--- src/qa_watchdog_pkg.sv ---
/*
 * Watchdog constants: register map, fields, resets and timing.
 * Assumes a 32-bit AXI4-Lite register bus and a 125 MHz system clock.
 */
package qa_watchdog_pkg;

    // Register byte offsets
    localparam logic [7:0] question_low_reg_off   = 8'h00;
    localparam logic [7:0] question_high_reg_off  = 8'h04;
    localparam logic [7:0] answer_byte_reg_off    = 8'h08;
    localparam logic [7:0] response_delay_reg_off = 8'h0c;
    localparam logic [7:0] control_reg_off        = 8'h10;
    localparam logic [7:0] status_reg_off         = 8'h14;

    // Reset values and tally limits
    localparam logic [2:0] fault_tally_init = 3'h6;
    localparam logic [1:0] byte_index_init  = 2'h3;
    localparam logic [2:0] tally_max        = 3'h7;
    localparam logic [2:0] alarm_limit      = 3'h4;
    localparam logic [2:0] abort_clear_lim  = 3'h5;

    // Control register field positions
    localparam int ctrl_reset_enable_bit = 0;
    localparam int ctrl_power_latch_bit  = 1;

    // Timebase: 64 kHz watchdog tick from 125 MHz clock
    localparam int clk_freq_hz      = 125_000_000;
    localparam int timebase_freq_hz = 64_000;
    localparam int timebase_div     = clk_freq_hz / timebase_freq_hz;

    // AXI response codes
    localparam logic [1:0] axi_okay   = 2'h0;
    localparam logic [1:0] axi_slverr = 2'h2;

endpackage : qa_watchdog_pkg

--- src/qa_watchdog.sv ---
/*
 * Question-and-answer watchdog with AXI4-Lite register access.
 * Assumes answer bytes arrive 3 down to 0 and the
 * undervoltage reset comes from a pin, synchronised here.
 */
// The address map and the AXI4-Lite slave port were chosen for this implementation.
// Functional notes
// Four-bit question readable in low question register
// Controller writes answer bytes three down to zero
// Answer byte zero or delay write restarts cycle
// Cycle is programmable wait then fixed window
// Correct timely answer, nonzero delay: decrement faults
// Wrong, late, early, or zero delay: increment faults
// Only byte zero write time is judged
// Same question repeats until answered correctly
// Three-bit fault tally starts at six
// Fault tally above four raises alarm
// Overflow issues system reset when enabled
// System reset also drives alarm pin low
// Reset tally stops resets at seven
// Overflows bump abort tally; seven plus error aborts; here only an overflow at abort tally seven aborts
// Abort tally clears only below five or undervoltage
// Result and next question readable after byte zero
// Question counter advances only on correct answer
// Chain steps when counter wraps after correct answer
// Delay write or window expiry keeps question state
// Counter and chain cleared during undervoltage reset
// Chain feedback: upper XOR plus all-zero escape
// Question bits mix chain and counter bits
// Byte index counts down from three, last runs
// Enabled overflow drives system reset, tally limited
// Abort during power-latch shuts relay and regulators
// Chain is four-bit shift register, shifting up
// Window length is parameter in timebase ticks
`timescale 1ns/1ns
`default_nettype none

module qa_watchdog
    import qa_watchdog_pkg::*;
#(
    parameter int WINDOW_TICKS = 64,      // Fixed window length, ticks
    parameter int DELAY_WIDTH  = 8        // Response delay field width
) (
    input  wire logic        i_ref_clk,     // 125 MHz system clock
    input  wire logic        i_rst,         // Synchronous reset, active high
    input  wire logic        i_uv_rst_pin,  // Undervoltage reset pin, async
    // AXI4-Lite slave
    input  wire logic [7:0]  i_awaddr,      // Write address
    input  wire logic        i_awvalid,     // Write address valid
    output logic             o_awready,     // Write address ready
    input  wire logic [31:0] i_wdata,       // Write data
    input  wire logic [3:0]  i_wstrb,       // Write byte strobes
    input  wire logic        i_wvalid,      // Write data valid
    output logic             o_wready,      // Write data ready
    output logic [1:0]       o_bresp,       // Write response
    output logic             o_bvalid,      // Write response valid
    input  wire logic        i_bready,      // Write response ready
    input  wire logic [7:0]  i_araddr,      // Read address
    input  wire logic        i_arvalid,     // Read address valid
    output logic             o_arready,     // Read address ready
    output logic [31:0]      o_rdata,       // Read data
    output logic [1:0]       o_rresp,       // Read response
    output logic             o_rvalid,      // Read data valid
    input  wire logic        i_rready,      // Read data ready
    // Pins
    output logic             o_alarm_output_pin_n, // Alarm, active low
    output logic             o_system_reset,       // Watchdog reset pulse
    output logic             o_afterrun_abort_signal, // Abort after-run
    output logic             o_shutdown_relay_reg  // Relay+regulator off
);

    if (WINDOW_TICKS < 1 || WINDOW_TICKS > 65535) begin : g_bad_win
        $error("bad WINDOW_TICKS");
    end
    if (DELAY_WIDTH < 1 || DELAY_WIDTH > 16) begin : g_bad_delay
        $error("bad DELAY_WIDTH");
    end

    localparam logic [15:0] win_last = 16'(WINDOW_TICKS - 1);
    localparam logic [15:0] div_last = 16'(timebase_div - 1);

    typedef enum logic [1:0] {
        st_wait   = 2'b01,
        st_window = 2'b10
    } phase_e;

    typedef struct packed {
        logic                   uv_s1;
        logic                   uv_s2;
        logic [15:0]            div_cnt;
        phase_e                 phase;
        logic [15:0]            tick_cnt;
        logic [DELAY_WIDTH-1:0] delay;
        logic [3:0]             count;      // Question counter
        logic [3:0]             chain;      // Feedback chain
        logic [1:0]             byte_idx;
        logic                   resp_err;
        logic                   last_err;   // Result of last answer, bytes and timing
        logic [2:0]             fault_tally;
        logic [2:0]             reset_event_tally;
        logic [2:0]             afterrun_abort_tally;
        logic                   abort;
        logic                   reset_enable_cfg;
        logic                   power_latch;
        logic                   sys_rst;
        logic                   rst_flag;   // Sticky, cleared on read
        logic                   aw_hold;
        logic [7:0]             aw_addr;
        logic                   w_hold;
        logic [31:0]            w_data;
        logic [3:0]             w_strb;
        logic                   bvalid;
        logic [1:0]             bresp;
        logic                   rvalid;
        logic [31:0]            rdata;
        logic [1:0]             rresp;
    } state_s;

    state_s q;
    state_s d;

    ////////////////////////////////////////////////////////////////////////
    // Combinational helpers

    logic [3:0] question_word;
    logic [7:0] expected;
    logic       alarm_internal_signal;

    // Question from chain and counter
    always_comb begin
        question_word[0] = q.chain[1] ^ q.count[1];
        question_word[1] = q.chain[3] ^ q.count[3];
        question_word[2] = q.chain[0] ^ q.count[0];
        question_word[3] = q.chain[2] ^ q.count[2];
    end

    // Expected answer byte for the current byte index
    always_comb begin
        expected[7] = question_word[2] ^ q.byte_idx[0];
        expected[6] = question_word[0] ^ q.byte_idx[0];
        expected[5] = question_word[3] ^ q.byte_idx[0];
        expected[4] = question_word[1] ^ q.byte_idx[0];
        expected[3] = question_word[2] ^ question_word[0]
                    ^ question_word[3] ^ q.byte_idx[1];
        expected[2] = question_word[0] ^ question_word[3]
                    ^ question_word[1] ^ q.byte_idx[1];
        expected[1] = question_word[2] ^ question_word[0]
                    ^ question_word[1] ^ q.byte_idx[1];
        expected[0] = q.byte_idx[1] ^ question_word[3] ^ question_word[0];
    end

    assign alarm_internal_signal = (q.fault_tally > alarm_limit);

    ////////////////////////////////////////////////////////////////////////
    // Next-state logic

    always_comb begin
        logic       uv;
        logic       tick;
        logic       wr_go;
        logic       rd_go;
        logic       ans_wr;
        logic       delay_wr;
        logic       final_byte;
        logic       byte_bad;
        logic       in_time;
        logic       error;
        logic       overflow;
        logic       win_end;
        uv         = 1'b0;
        tick       = 1'b0;
        wr_go      = 1'b0;
        rd_go      = 1'b0;
        ans_wr     = 1'b0;
        delay_wr   = 1'b0;
        final_byte = 1'b0;
        byte_bad   = 1'b0;
        in_time    = 1'b0;
        error      = 1'b0;
        overflow   = 1'b0;
        win_end    = 1'b0;
        d = q;

        // Undervoltage reset pin through two flops
        d.uv_s1 = i_uv_rst_pin;
        d.uv_s2 = q.uv_s1;
        uv      = q.uv_s2;

        // 64 kHz timebase enable
        tick = (q.div_cnt == div_last);
        d.div_cnt = tick ? 16'h0000 : q.div_cnt + 16'h0001;

        d.sys_rst = 1'b0;

        // AXI write channel capture, either order
        if (i_awvalid && !q.aw_hold) begin
            d.aw_hold = 1'b1;
            d.aw_addr = i_awaddr;
        end
        if (i_wvalid && !q.w_hold) begin
            d.w_hold = 1'b1;
            d.w_data = i_wdata;
            d.w_strb = i_wstrb;
        end
        wr_go = q.aw_hold && q.w_hold && !q.bvalid;
        if (q.bvalid && i_bready)
            d.bvalid = 1'b0;

        if (wr_go) begin
            d.aw_hold = 1'b0;
            d.w_hold  = 1'b0;
            d.bvalid  = 1'b1;
            d.bresp   = axi_okay;
            unique case (q.aw_addr)
                answer_byte_reg_off:    ans_wr = q.w_strb[0];
                response_delay_reg_off: delay_wr = 1'b1;
                control_reg_off: begin
                    if (q.w_strb[0]) begin
                        d.reset_enable_cfg = q.w_data[ctrl_reset_enable_bit];
                        d.power_latch      = q.w_data[ctrl_power_latch_bit];
                    end
                end
                question_low_reg_off, question_high_reg_off,
                status_reg_off: d.bresp = axi_okay;
                default: d.bresp = axi_slverr;
            endcase
        end
        if (delay_wr)
            d.delay = q.w_data[DELAY_WIDTH-1:0];

        // AXI read channel: one read at a time
        rd_go = i_arvalid && !q.rvalid;
        if (q.rvalid && i_rready)
            d.rvalid = 1'b0;

        // answer byte comparison, byte index steps down
        if (ans_wr) begin
            byte_bad   = (q.w_data[7:0] != expected);
            d.resp_err = q.resp_err | byte_bad;
            d.byte_idx = q.byte_idx - 2'h1;
            final_byte = (q.byte_idx == 2'h0);
        end

        // wait phase then fixed window in timebase ticks
        if (tick) begin
            unique case (q.phase)
                st_wait: begin
                    if (q.tick_cnt >= 16'(q.delay)) begin
                        d.phase    = st_window;
                        d.tick_cnt = 16'h0000;
                    end else
                        d.tick_cnt = q.tick_cnt + 16'h0001;
                end
                st_window: begin
                    if (q.tick_cnt == win_last)
                        win_end = 1'b1;
                    else
                        d.tick_cnt = q.tick_cnt + 16'h0001;
                end
            endcase
        end

        // only the final byte's arrival is timed
        in_time = (q.phase == st_window);

        // Sequencer run from final byte
        if (final_byte) begin
            error = q.resp_err || byte_bad || !in_time
                 || (q.delay == '0);
            d.last_err = error;
            if (!error) begin
                d.count = q.count + 4'h1;
                if (q.count == 4'hf)
                    d.chain = {q.chain[2:0],
                        (q.chain[3] ^ q.chain[2]) ^ ~|q.chain};
                if (q.fault_tally != 3'h0)
                    d.fault_tally = q.fault_tally - 3'h1;
            end else if (q.fault_tally == tally_max) begin
                overflow      = 1'b1;
                d.fault_tally = fault_tally_init;
            end else
                d.fault_tally = q.fault_tally + 3'h1;
        end

        // restart cycle; delay write and expiry keep question
        if (final_byte || delay_wr || win_end) begin
            d.phase    = st_wait;
            d.tick_cnt = 16'h0000;
            d.byte_idx = byte_index_init;
            d.resp_err = 1'b0;
        end

        // overflow reset, limited by reset tally
        if (overflow && q.reset_enable_cfg
            && q.reset_event_tally != tally_max) begin
            d.sys_rst           = 1'b1;
            d.rst_flag          = 1'b1;
            d.reset_event_tally = q.reset_event_tally + 3'h1;
        end

        // after-run abort tally and abort signal
        if (d.fault_tally < abort_clear_lim) begin
            d.afterrun_abort_tally = 3'h0;
            d.abort                = 1'b0;
        end else if (overflow) begin
            if (q.afterrun_abort_tally == tally_max)
                d.abort = 1'b1;
            else
                d.afterrun_abort_tally = q.afterrun_abort_tally + 3'h1;
        end

        // Register reads; status flag clear loses to a new set
        if (rd_go) begin
            d.rvalid = 1'b1;
            d.rresp  = axi_okay;
            d.rdata  = 32'h0000_0000;
            unique case (i_araddr)
                question_low_reg_off:
                    d.rdata[3:0] = question_word;
                question_high_reg_off: begin
                    d.rdata[0]   = q.last_err;
                    d.rdata[3:1] = q.fault_tally;
                end
                response_delay_reg_off:
                    d.rdata[DELAY_WIDTH-1:0] = q.delay;
                control_reg_off: begin
                    d.rdata[ctrl_reset_enable_bit] = q.reset_enable_cfg;
                    d.rdata[ctrl_power_latch_bit]  = q.power_latch;
                end
                status_reg_off: begin
                    d.rdata[2:0]  = q.reset_event_tally;
                    d.rdata[5:3]  = q.afterrun_abort_tally;
                    d.rdata[6]    = q.abort;
                    d.rdata[7]    = q.rst_flag;
                    d.rdata[9:8]  = q.byte_idx;
                    d.rdata[10]   = alarm_internal_signal;
                    d.rst_flag    = d.sys_rst;
                end
                answer_byte_reg_off: d.rdata = 32'h0000_0000;
                default: d.rresp = axi_slverr;
            endcase
        end

        // R20 and undervoltage clears of reset and abort tallies and abort; fault tally back to six
        if (uv) begin
            d.count                = 4'h0;
            d.chain                = 4'h0;
            d.fault_tally          = fault_tally_init;
            d.reset_event_tally    = 3'h0;
            d.afterrun_abort_tally = 3'h0;
            d.abort                = 1'b0;
            d.sys_rst              = 1'b0;
            d.byte_idx             = byte_index_init;
            d.resp_err             = 1'b0;
            d.phase                = st_wait;
            d.tick_cnt             = 16'h0000;
        end
    end

    ////////////////////////////////////////////////////////////////////////
    // State register

    always_ff @(posedge i_ref_clk) begin
        if (i_rst) begin
            q                      <= '0;
            q.phase                <= st_wait;
            q.fault_tally          <= fault_tally_init;
            q.byte_idx             <= byte_index_init;
            q.bresp                <= axi_okay;
            q.rresp                <= axi_okay;
        end else begin
            q <= d;
        end
    end

    ////////////////////////////////////////////////////////////////////////
    // Outputs

    // Handshake readies: each channel accepts while its own slot is empty
    assign o_awready = !q.aw_hold;
    assign o_wready  = !q.w_hold;
    assign o_arready = !q.rvalid;
    assign o_bvalid  = q.bvalid;
    assign o_bresp   = q.bresp;
    assign o_rvalid  = q.rvalid;
    assign o_rdata   = q.rdata;
    assign o_rresp   = q.rresp;

    // Pin low while alarm is high or a reset is issued
    assign o_alarm_output_pin_n = !(alarm_internal_signal
                                    || q.sys_rst);
    assign o_system_reset          = q.sys_rst;
    assign o_afterrun_abort_signal = q.abort;
    // Shutdown only matters in power-latch
    assign o_shutdown_relay_reg = q.abort && q.power_latch;

endmodule : qa_watchdog

`default_nettype wire

--- config.mk ---
export PLATFORM = sky130hd
export DESIGN_NAME = qa_watchdog
export DESIGN_NICKNAME = d
export VERILOG_FILES = /design/src/qa_watchdog_pkg.sv /design/src/qa_watchdog.sv
export SDC_FILE = /design/constraint.sdc
export NUM_CORES = 1
export LEC_CHECK = 0
export BUFFER_PORTS_ARGS = -buffer_cell sky130_fd_sc_hd__buf_2
export CORE_MARGIN = 2
export CORE_UTILIZATION = 52
export DETAILED_ROUTE_END_ITERATION = 7
export PLACE_DENSITY_LB_ADDON = 0.15
export SETUP_SLACK_MARGIN = 0.5
export SLEW_MARGIN = 30
export SYNTH_ARGS = -nofsm -noshare
export SYNTH_HDL_FRONTEND = slang
export SYNTH_SLANG_ARGS = --single-unit
--- constraint.sdc ---
create_clock -name i_ref_clk -period 6.2 [get_ports i_ref_clk]
set_input_delay 1.24 -clock i_ref_clk [delete_from_list [all_inputs] [get_ports i_ref_clk]]
set_output_delay 1.24 -clock i_ref_clk [all_outputs]
set_load 0.005 [all_outputs]
==> impl_metrics.env <==
export IMPL_status="complete, no violations"
export IMPL_power_leakage_nw=2.54
export IMPL_ys_flop_type="dfxtp_1"
export IMPL_netlist_top_cells_count="104 x dfxtp_1, 83 x nor2_1, 82 x nand2_1, 36 x buf_4, 32 x a21oi_1"
export IMPL_io_pin_count=105
export IMPL_pre_cts_ws_ns=3.02
export IMPL_max_vdd_ir_drop_v=0.000103
export IMPL_die_w_um=106
export IMPL_dieArea_sq_mm=0.0113
export IMPL_cts_buffer_depth=2
export IMPL_slew_viol_final=0
export IMPL_syn_avg_cell_area_sq_um=8.45
export IMPL_synthArstFlopShare_pct=0
export IMPL_wl_per_cell_um=13.5
export IMPL_final_area_sq_mm=0.00582
export IMPL_fmax_mhz=348
export IMPL_drt_wl_total_um=11000
export IMPL_placed_area_sq_mm=0.00561
export IMPL_dpl_hpwl_um=8170
export IMPL_yosys_warnings=0
export IMPL_antenna_left=0
export IMPL_io_buffer_count=54
export IMPL_fin_crit_sh_pct=46.3
export IMPL_instances_no_fill=813
export IMPL_htree_levels=3
export IMPL_num_vias=4272
export IMPL_antenna_found_initial=0
export IMPL_start_util_pct=53.1
export IMPL_critPathKind="register to register"
export IMPL_overflow=0
export IMPL_finalWeightedCongestion=0.873
export IMPL_drive_gt1_share_pct=12.9
export IMPL_synth_edff_count=0
export IMPL_p_per_area_mw_per_mm2=211
export IMPL_worst_pin_slew_ns=0.900
export IMPL_cts_root_buf="clkbuf_8"
export IMPL_post_cts_buffers=0
export IMPL_max_cap_violations=0
export IMPL_cp_end_kind="register"
export IMPL_ys_top_cells_by_area="dfxtp_1 38%, nor2_1 5.7%, nand2_1 5.7%, ha_1 5.3%, buf_4 5.0%"
export IMPL_nets=755
export IMPL_first_iter_violations=173
export IMPL_setup_tns_ns=0
export IMPL_dp_cells=797
export IMPL_synth_top_cell_area_share_pct=38.3
export IMPL_first_pass_iters=5
export IMPL_n_antenna_cell=0
export IMPL_fin_crit_ns=2.87
export IMPL_grt_pass1_wl_um=18500
export IMPL_crit_required_ns=6.45
export IMPL_finalSetupViolCount=0
export IMPL_syn_cell_area_sq_mm=0.00543
export IMPL_worst_clock_skew_ns=0.00957
export IMPL_seq_area_frac_synth_pct=38.3
export IMPL_drc=0
export IMPL_rsz0062_at_grt="false"
export IMPL_grt_max_degree=51
export IMPL_cts_sinks=104
export IMPL_hold_path_class="register to register"
export IMPL_clk_pin_slew_worst_paths_ns=0.10
export IMPL_ys_ff_latch=104
export IMPL_arrival_ns=3.12
export IMPL_grt_pass1_vias=4012
export IMPL_core_sq_mm=0.0102
export IMPL_numCtsBuffers=9
export IMPL_vias_per_cell=5.25
export IMPL_yosysTopAreaCell="dfxtp_1"
export IMPL_setup_ws_ns=3.33
export IMPL_slew_headroom_pct=39.9
export IMPL_rows=37
export IMPL_synth_distinct_cells=61
export IMPL_cts_tree="done"
export IMPL_cts_hold_buf=0
export IMPL_hold_viol_final=0
export IMPL_clk_latency_ns=0.37
export IMPL_die_h_um=106
export IMPL_synthCells=643
export IMPL_grt_usage_pct=20.3
export IMPL_crit_path_start_kind="register"
export IMPL_crit_fanout=8
export IMPL_cts_resized_gates=0
export IMPL_yosysMostFrequentCell="dfxtp_1"
export IMPL_syn_to_final_growth_pct=7.18
==> power by group <==
group	internal, mW	switching, mW	total [mW]
clock network	0.195	0.249	0.444
logic	0.0371	0.0510	0.0881
registers	0.682	0.0123	0.695
total	0.915	0.312	1.23
==> layer usage <==
layer / track usage (%) / part of all wire (%)
met5: 0 / 0
met4: 7.42 / 1.9
met3: 2.82 / 5.7
met2: 32.4 / 43
met1: 28.0 / 49
==> cell families after synthesis <==
kind of cell,synth area share [%]
AND/OR/NAND/NOR,24.8
flip-flops,38.3
buffers and inverters,8.54
AO/OA/AOI/OAI,9.39
XOR/XNOR,9.49
adder cells (fa/ha/maj),5.30
multiplexers,4.05
other,0.0690
==> critical path, stage by stage, from the launching register on <==
cell,delay [ns]
dfxtp_1,0.36
xnor2_1,0.55
xnor3_1,0.32
mux2i_1,0.29
or4b_1,0.63
or3_1,0.40
nand3_2,0.14
a211oi_1,0.06
==> path summary, 6_finish.rpt <==
check | depth (start not counted) | slack [ns] | startpoint | to
hold reg to reg | 1 | 0.45 | d[152] | q[152]
hold / removal | 1 | 0.45 | d[152] | q[152]
setup / recovery | 7 | 3.33 | q[103] | q[90]
setup reg to reg | 7 | 3.33 | q[103] | q[90]
==> sequential cells by signal, indices dropped and copies added, names as in the netlist <==
signal	cells
o_rvalid	1
o_rresp	1
o_afterrun_abort_signal	1
o_bresp	1
o_rdata	11
o_bvalid	1
d	1
q	86
o_system_reset	1
==> layout make-up <==
type	instances	area, sq um
Clock buffer	9	124
Tap cell	136	170
Fill cell	944	4410
Multi-Input combinational cell	474	2980
Sequential cell	104	2080
Inverter	27	101
Clock inverter	7	85.1
Timing Repair Buffer	56	285
==> layout by cell type, fill, tap and decap left out, types with 8 or more instances in the layout <==
| master | Yosys | final |
|---|---|---|
| a211oi_1 | 8 | 8 |
| a21oi_1 | 32 | 32 |
| buf_2 | 2 | 54 |
| clkbuf_8 | 0 | 9 |
| conb_1 | 1 | 23 |
| dfxtp_1 | 104 | 104 |
| ha_1 | 23 | 23 |
| inv_1 | 27 | 27 |
| mux2i_1 | 22 | 22 |
| nand2_1 | 82 | 82 |
| nand3_1 | 21 | 21 |
| nand4_1 | 8 | 8 |
| nor2_1 | 83 | 83 |
| nor2b_1 | 12 | 12 |
| nor3_1 | 18 | 18 |
| nor4_1 | 8 | 8 |
| xnor2_1 | 22 | 22 |
| xor2_1 | 27 | 27 |
==> through the flow <==
step / util [%] / total power [mW] / hold WS (ns)
after floorplan: - / 0.783 / 0.414
after global placement: 54.8 / 0.796 / 0.421
after detailed placement: 54.8 / 0.798 / 0.428
after CTS: 56.9 / 1.24 / 0.457
after global routing: 56.9 / 1.28 / 0.471
final: 56.9 / 1.23 / 0.450
Note: power is estimated with default switching activity, not from simulation.
